==> config.mk <==
export PLATFORM = sky130hd
export DESIGN_NAME = dacrb_regs
export DESIGN_NICKNAME = d
export VERILOG_FILES = /design/src/verilog/dacrb_regs.v
export VERILOG_INCLUDE_DIRS = /design/src /design/src/verilog
export SDC_FILE = /design/constraint.sdc
export NUM_CORES = 1
export LEC_CHECK = 0
export BUFFER_PORTS_ARGS = -buffer_cell sky130_fd_sc_hd__buf_2
export CAP_MARGIN = 10
export CORE_MARGIN = 2
export CORE_UTILIZATION = 55
export DETAILED_ROUTE_END_ITERATION = 10
export PLACE_DENSITY = 0.79
export SYNTH_ARGS = -nofsm -noshare
export SYNTH_HDL_FRONTEND = slang
export SYNTH_SLANG_ARGS = --single-unit
==> constraint.sdc <==
create_clock -name clock -period 3.5 [get_ports clock]
set_input_delay 0.7 -clock clock [delete_from_list [all_inputs] [get_ports clock]]
set_output_delay 0.7 -clock clock [all_outputs]
set_load 0.01 [all_outputs]
==> src/verilog/dacrb_consts.vh <==
`ifndef DACRB_CONSTS_VH
`define DACRB_CONSTS_VH

// =====================================================================
// register offsets
`define DACRB_ADDR_C_LOW 8'h14
`define DACRB_ADDR_C_HIGH 8'h15
`define DACRB_ADDR_D_LOW 8'h16
`define DACRB_ADDR_D_HIGH 8'h17
`define DACRB_ADDR_CTRL1 8'h18
`define DACRB_ADDR_IRQ_STATUS 8'h1E
`define DACRB_ADDR_IRQ_MASK 8'h1F

// =====================================================================
// reset values
`define DACRB_RESET_DATA 8'h00
`define DACRB_RESET_CTRL1 8'h00
`define DACRB_RESET_IRQ 8'h00

// =====================================================================
// control register 1 field positions
`define DACRB_BIT_RUN 0
`define DACRB_BIT_PIN78_LO 1
`define DACRB_BIT_PIN78_HI 2
`define DACRB_BIT_PIN9 3
`define DACRB_BIT_RSVD 4
`define DACRB_BIT_IRQ_DIS 5
`define DACRB_BIT_IRQ_POL 6
`define DACRB_BIT_STANDBY 7

// pin 7/8 function codes
`define DACRB_PIN78_AIN 2'h0
`define DACRB_PIN78_DIODE 2'h2

// =====================================================================
// event status bit positions
`define DACRB_EV_C_WRITE 0
`define DACRB_EV_D_WRITE 1
`define DACRB_EV_C_LOAD 2
`define DACRB_EV_D_LOAD 3
`define DACRB_EV_STANDBY 4
`define DACRB_EV_RSVD_WR 5
`define DACRB_EV_PIN78_BAD 6

`endif

==> src/verilog/dacrb_regs.v <==
// Chosen here: the address-and-strobe port.
`timescale 1ns/100ps
`include "dacrb_consts.vh"

module dacrb_regs #(
  parameter DAC_BITS = 12
) (
  input wire clock,
  input wire rst,
  input wire [7:0] regAddr,
  input wire [7:0] regWriteData,
  input wire regWrite,
  input wire regRead,
  output reg [7:0] regReadData,
  input wire dacLoadInput_n,
  input wire updateSourceSelect,
  input wire configLoadStrobe,
  input wire deviceEvent,
  output reg [DAC_BITS-1:0] channelCCode,
  output reg [DAC_BITS-1:0] channelDCode,
  output wire monitorRun,
  output wire [1:0] pin78FunctionSelect,
  output wire pin9FunctionSelect,
  output wire pin78Undefined,
  output wire standby,
  output wire dacPowerDown,
  output wire irqPin,
  output wire irqPinEnable_n,
  output wire irqLevel
);

  localparam LOW_BITS = DAC_BITS - 8;
  localparam [7:0] LOW_MASK = (8'hFF << (8 - LOW_BITS));

  // =====================================================================
  // register storage
  reg [7:0] cLow;
  reg [7:0] cHigh;
  reg [7:0] dLow;
  reg [7:0] dHigh;
  reg [7:0] controlSetupOne;
  reg [7:0] irqStatus;
  reg [7:0] irqMask;
  reg loadPinLast;
  reg [7:0] next_readData;
  reg [DAC_BITS-1:0] next_channelCCode;
  reg [DAC_BITS-1:0] next_channelDCode;

  function hit;
    input [7:0] addr;
    input [7:0] target;
    begin
      hit = (addr == target);
    end
  endfunction

  // top LOW_BITS positions of a low-bits register
  function [LOW_BITS-1:0] lowField;
    input [7:0] value;
    begin
      lowField = value[7:8-LOW_BITS];
    end
  endfunction

  wire wrCLow = regWrite && hit(regAddr, `DACRB_ADDR_C_LOW);
  wire wrCHigh = regWrite && hit(regAddr, `DACRB_ADDR_C_HIGH);
  wire wrDLow = regWrite && hit(regAddr, `DACRB_ADDR_D_LOW);
  wire wrDHigh = regWrite && hit(regAddr, `DACRB_ADDR_D_HIGH);
  wire wrCtrl = regWrite && hit(regAddr, `DACRB_ADDR_CTRL1);
  wire wrStatus = regWrite && hit(regAddr, `DACRB_ADDR_IRQ_STATUS);
  wire wrMask = regWrite && hit(regAddr, `DACRB_ADDR_IRQ_MASK);

  // =====================================================================
  // channel C data registers
  always @(posedge clock or posedge rst) begin
    if (rst) begin
      cLow <= `DACRB_RESET_DATA;
    end else if (wrCLow) begin
      cLow <= regWriteData & LOW_MASK;
    end
  end

  always @(posedge clock or posedge rst) begin
    if (rst) begin
      cHigh <= `DACRB_RESET_DATA;
    end else if (wrCHigh) begin
      cHigh <= regWriteData;
    end
  end

  // =====================================================================
  // channel D data registers
  always @(posedge clock or posedge rst) begin
    if (rst) begin
      dLow <= `DACRB_RESET_DATA;
    end else if (wrDLow) begin
      dLow <= regWriteData & LOW_MASK;
    end
  end

  always @(posedge clock or posedge rst) begin
    if (rst) begin
      dHigh <= `DACRB_RESET_DATA;
    end else if (wrDHigh) begin
      dHigh <= regWriteData;
    end
  end

  // =====================================================================
  // control register and interrupt mask
  always @(posedge clock or posedge rst) begin
    if (rst) begin
      controlSetupOne <= `DACRB_RESET_CTRL1;
    end else if (wrCtrl) begin
      controlSetupOne <= regWriteData;
    end
  end

  always @(posedge clock or posedge rst) begin
    if (rst) begin
      irqMask <= `DACRB_RESET_IRQ;
    end else if (wrMask) begin
      irqMask <= regWriteData;
    end
  end

  // =====================================================================
  // control decode
  assign monitorRun = controlSetupOne[`DACRB_BIT_RUN];
  assign pin78FunctionSelect =
    controlSetupOne[`DACRB_BIT_PIN78_HI:`DACRB_BIT_PIN78_LO];
  assign pin78Undefined = (pin78FunctionSelect != `DACRB_PIN78_AIN) &&
    (pin78FunctionSelect != `DACRB_PIN78_DIODE);
  assign pin9FunctionSelect = controlSetupOne[`DACRB_BIT_PIN9];
  assign standby = controlSetupOne[`DACRB_BIT_STANDBY];
  assign dacPowerDown = standby;

  // update source: config registers only while pin 9 is the load input
  wire useConfigSource = updateSourceSelect && !pin9FunctionSelect;
  wire loadPinActive = !pin9FunctionSelect && !dacLoadInput_n;
  wire loadPinFall = loadPinActive && !loadPinLast;
  wire doLoad = useConfigSource ? configLoadStrobe : loadPinFall;

  // =====================================================================
  // load pin edge detect
  always @(posedge clock or posedge rst) begin
    if (rst) begin
      loadPinLast <= 1'b0;
    end else begin
      loadPinLast <= loadPinActive;
    end
  end

  // =====================================================================
  // channel C output code, transferred on a load event
  always @* begin
    next_channelCCode = channelCCode;
    if (standby) begin
      next_channelCCode = {DAC_BITS{1'b0}};
    end else if (doLoad) begin
      next_channelCCode = {cHigh, lowField(cLow)};
    end
  end

  always @(posedge clock or posedge rst) begin
    if (rst) begin
      channelCCode <= {DAC_BITS{1'b0}};
    end else begin
      channelCCode <= next_channelCCode;
    end
  end

  // =====================================================================
  // channel D output code, transferred on a load event
  always @* begin
    next_channelDCode = channelDCode;
    if (standby) begin
      next_channelDCode = {DAC_BITS{1'b0}};
    end else if (doLoad) begin
      next_channelDCode = {dHigh, lowField(dLow)};
    end
  end

  always @(posedge clock or posedge rst) begin
    if (rst) begin
      channelDCode <= {DAC_BITS{1'b0}};
    end else begin
      channelDCode <= next_channelDCode;
    end
  end

  // =====================================================================
  // events and interrupt
  wire [7:0] eventVec;
  assign eventVec[`DACRB_EV_C_WRITE] = wrCLow || wrCHigh;
  assign eventVec[`DACRB_EV_D_WRITE] = wrDLow || wrDHigh;
  assign eventVec[`DACRB_EV_C_LOAD] = doLoad && !standby;
  assign eventVec[`DACRB_EV_D_LOAD] = deviceEvent;
  assign eventVec[`DACRB_EV_STANDBY] = wrCtrl && regWriteData[`DACRB_BIT_STANDBY];
  assign eventVec[`DACRB_EV_RSVD_WR] = wrCtrl && regWriteData[`DACRB_BIT_RSVD];
  assign eventVec[`DACRB_EV_PIN78_BAD] = pin78Undefined;
  assign eventVec[7] = 1'b0;

  genvar gi;
  generate
    for (gi = 0; gi < 8; gi = gi + 1) begin : gStatus
      always @(posedge clock or posedge rst) begin
        if (rst) begin
          irqStatus[gi] <= 1'b0;
        end else if (eventVec[gi]) begin
          irqStatus[gi] <= 1'b1;
        end else if (wrStatus && regWriteData[gi]) begin
          irqStatus[gi] <= 1'b0;
        end
      end
    end
  endgenerate

  // =====================================================================
  // interrupt output
  // a set mask bit blocks its status bit
  assign irqLevel = |(irqStatus & ~irqMask);
  wire irqOn = irqLevel && !controlSetupOne[`DACRB_BIT_IRQ_DIS];
  assign irqPin = controlSetupOne[`DACRB_BIT_IRQ_POL] ? irqOn : !irqOn;
  assign irqPinEnable_n = controlSetupOne[`DACRB_BIT_IRQ_DIS];

  // =====================================================================
  // read port
  always @* begin
    next_readData = 8'h00;
    if (regRead) begin
      case (regAddr)
        `DACRB_ADDR_C_LOW: next_readData = cLow;
        `DACRB_ADDR_C_HIGH: next_readData = cHigh;
        `DACRB_ADDR_D_LOW: next_readData = dLow;
        `DACRB_ADDR_D_HIGH: next_readData = dHigh;
        `DACRB_ADDR_CTRL1: next_readData = controlSetupOne;
        `DACRB_ADDR_IRQ_STATUS: next_readData = irqStatus;
        `DACRB_ADDR_IRQ_MASK: next_readData = irqMask;
        default: next_readData = 8'h00;
      endcase
    end
  end

  // read data stand in the cycle after each cycle of the read strobe, zero otherwise
  always @(posedge clock or posedge rst) begin
    if (rst) begin
      regReadData <= 8'h00;
    end else begin
      regReadData <= next_readData;
    end
  end

endmodule

==> flow_summary.yaml <==
timing:
  finalMaxSlewViolations: 0
  hold_viol_final: 0
  relSlewSlack_pct: 46.0
  skew_ns: 0.00560
  setup_viol: 0
  layout_setup_ws_ns: 0.656
  finalCriticalPeriod_ns: 2.84
  max_freq_mhz: 352
  tightest_slew_ns: 0.790
  fin_crit_sh_pct: 81.3
  rsz0062_at_grt: "no"
  setup_tns_ns: 0
grt:
  grt_usage_pct: 26.5
  antenna_found_initial: 0
  grt_pass1_wl_um: 14500
  grt_pass1_vias: 2702
  grt_max_degree: 44
  gr-total-overflow: 0
cts:
  cts_buffers: 9
  cts_tree: "done"
  clk-insertion-delay-late_ns: 0.35
  htree_levels: 3
  clkTransAtPathRegs_ns: 0.08
  clk_path_buf_depth: 2
  postCtsSetupBuffers: 0
  cts-root-buf: "clkbuf_8"
  cts_resized: 0
  ctsHoldBuffers: 0
  cts_sinks: 80
synth:
  synthCells: 316
  synth_fa_ha_area_share_pct: 0
  synth_edf_count: 0
  muxShareOfSynthArea_pct: 14.7
  synth_cell_types: 44
  synth_nets: 340
  synth_top_family_by_area: "simple AND/OR/NAND/NOR gates"
  synth_compound_area_share_pct: 11.3
  yosys.area_share.simple_pct: 15.7
  ys_seq_elements: 80
  yosysWarnings: 0
  syn_avg_cell_area_um2: 11.4
  synth-xor-area-share_pct: 0.243
  netlist_area_um2: 3600
  ys_async_sr_fraction_pct: 100
  ys.flop_type: "dfrtp_1"
  ys_seq_area_share_pct: 55.6
detailed_routing:
  wirelength_um: 8780
  viasPerCell: 5.97
  drtIter0Drc: 251
  drc_errors: 0
  num_vias: 2747
  postRouteAntennaNets: 0
  post_drt_wl_per_cell_um: 19.1
  first_pass_iters: 6
power:
  peakVddDrop_mv: 0.315
  p_leak_nw: 2.06
  p_per_area_nw_per_um2: 475
  p_total_w: 0.00200
flow_run:
  maxCapViolCount: 0
die:
  core_um2: 6350
  fp.dieH_um: 84.9
  rows: 29
  dieArea_um2: 7210
  pin_count: 66
  die_w_um: 84.9
  initial_core_util_pct: 56.7
critical_path:
  critPathCaptureType: "output pin"
  crit_type: "reg2out"
  arrival_ns: 2.14
  crit_fanout: 3
  crit_required_ns: 2.80
  start_kind: "flop"
cells_and_area:
  fill_cells: 515
  layout_common_cells: "80 x dfrtp_1, 65 x buf_2, 61 x nand2_1"
  antenna_cells: 0
  final_area_um2: 4220
  stdcell_count: 460
  area_delta_synth_final_pct: 17.0
  drive_above_1_share_pct: 35.0
  mostFrequentLayoutCell: "dfrtp_1"
  nNetsFinal: 402
placement:
  gp_congestion: 0.992
  placed_cell_area_um2: 3980
  post-dp-hpwl_um: 6390
  dp_slack_ns: 0.760
  placed_cells: 444
  io_buffers: 65
status:
  status: "completed"
worst_hold_path:
  hp-class: "in2async"
==> cells in the mapped netlist (all sizes together) (3+ instances only) <==
master | instances | area [um2]
dfrtp | 80 | 2000
nand2b | 6 | 37.5
a22o | 4 | 35.0
mux2i | 8 | 80.1
nand2 | 61 | 229
nor2b | 8 | 50.1
nor2 | 7 | 26.3
mux2 | 40 | 450
nand3 | 4 | 20.0
a21o | 3 | 22.5
a22oi | 5 | 37.5
nor3 | 8 | 66.3
o2bb2ai | 4 | 35.0
a21oi | 27 | 135
clkbuf | 10 | 37.5
buf | 7 | 42.5
inv | 3 | 11.3
==> logic make-up (layout without fill, tap and decap cells) <==
| group | count (synthesis) | in the layout |
|---|---|---|
| buf+inv | 20 | 87 |
| compound gates | 60 | 60 |
| simple gates | 107 | 107 |
| mux | 48 | 48 |
| xor+xnor | 1 | 1 |
| flops | 80 | 80 |
==> final timing paths <==
kind,startpoint,end,slack (ns),cells after the start
max,irqStatus[2]$_DFFE_PP0P_,irqPin,0.66,5
min,rst,channelDCode[7]$_DFFE_PP0P_,0.49,2
max reg2reg,loadPinLast$_DFF_PP0_,channelCCode[7]$_DFFE_PP0P_,1.89,4
min reg2reg,irqMask[7]$_DFFE_PP0P_,irqMask[7]$_DFFE_PP0P_,0.51,1
max in group asynchronous,rst,irqStatus[2]$_DFFE_PP0P_,2.30,3
min in group clock,dacLoadInput_n,loadPinLast$_DFF_PP0_,0.51,2
==> power by group <==
part	switching, W	internal (W)	leakage, nW
clock network	0.000323	0.000471	0.116
logic	0.000115	0.0000793	0.851
registers	0.0000421	0.000971	1.09
total	0.000480	0.00152	2.06
==> worst max-delay path, stage by stage, from the launching register on <==
cell and delay, ns:
dfrtp_1 0.41, nor2b_1 0.14, a2111oi_0 0.72, a41oi_1 0.22
xnor2_1 0.17, buf_2 0.14
==> per-stage QoR <==
| step | hold slack, ns | util, % |
|---|---|---|
| after floorplan | 0.464 | - |
| after global placement | 0.494 | 62.7 |
| after detailed placement | 0.497 | 62.7 |
| after CTS | 0.497 | 66.4 |
| after global routing | 0.489 | 66.4 |
| final | 0.494 | 66.4 |
==> registers in the layout, summed over array words and instances (netlist names) <==
signal           flops
dLow                 4
cLow                 4
channelCCode        12
irqMask              8
cHigh                8
dHigh                8
loadPinLast          1
regReadData          8
channelDCode        12
controlSetupOne      8
irqStatus            7
==> routing by layer <==
metal,vias up,share of wire (%),GRT usage (%)
met4,0,2.2,10.7
met5,-,0,0
met2,115,48,39.8
li1,1250,-,-
met3,17,6.4,6.13
met1,1365,44,37.7
==> cell type report <==
| class | instances | area, um2 | area share (%) |
|---|---|---|---|
| clock buffer | 10 | 128 | 3.03 |
| clock inverter | 6 | 108 | 2.55 |
| inverter | 3 | 11.3 | 0.267 |
| multi-input combinational | 216 | 1510 | 35.8 |
| sequential | 80 | 2000 | 47.5 |
| tap | 77 | 96.3 | 2.29 |
| timing repair buffer | 68 | 360 | 8.55 |
Note: power is estimated with default switching activity, not from simulation.
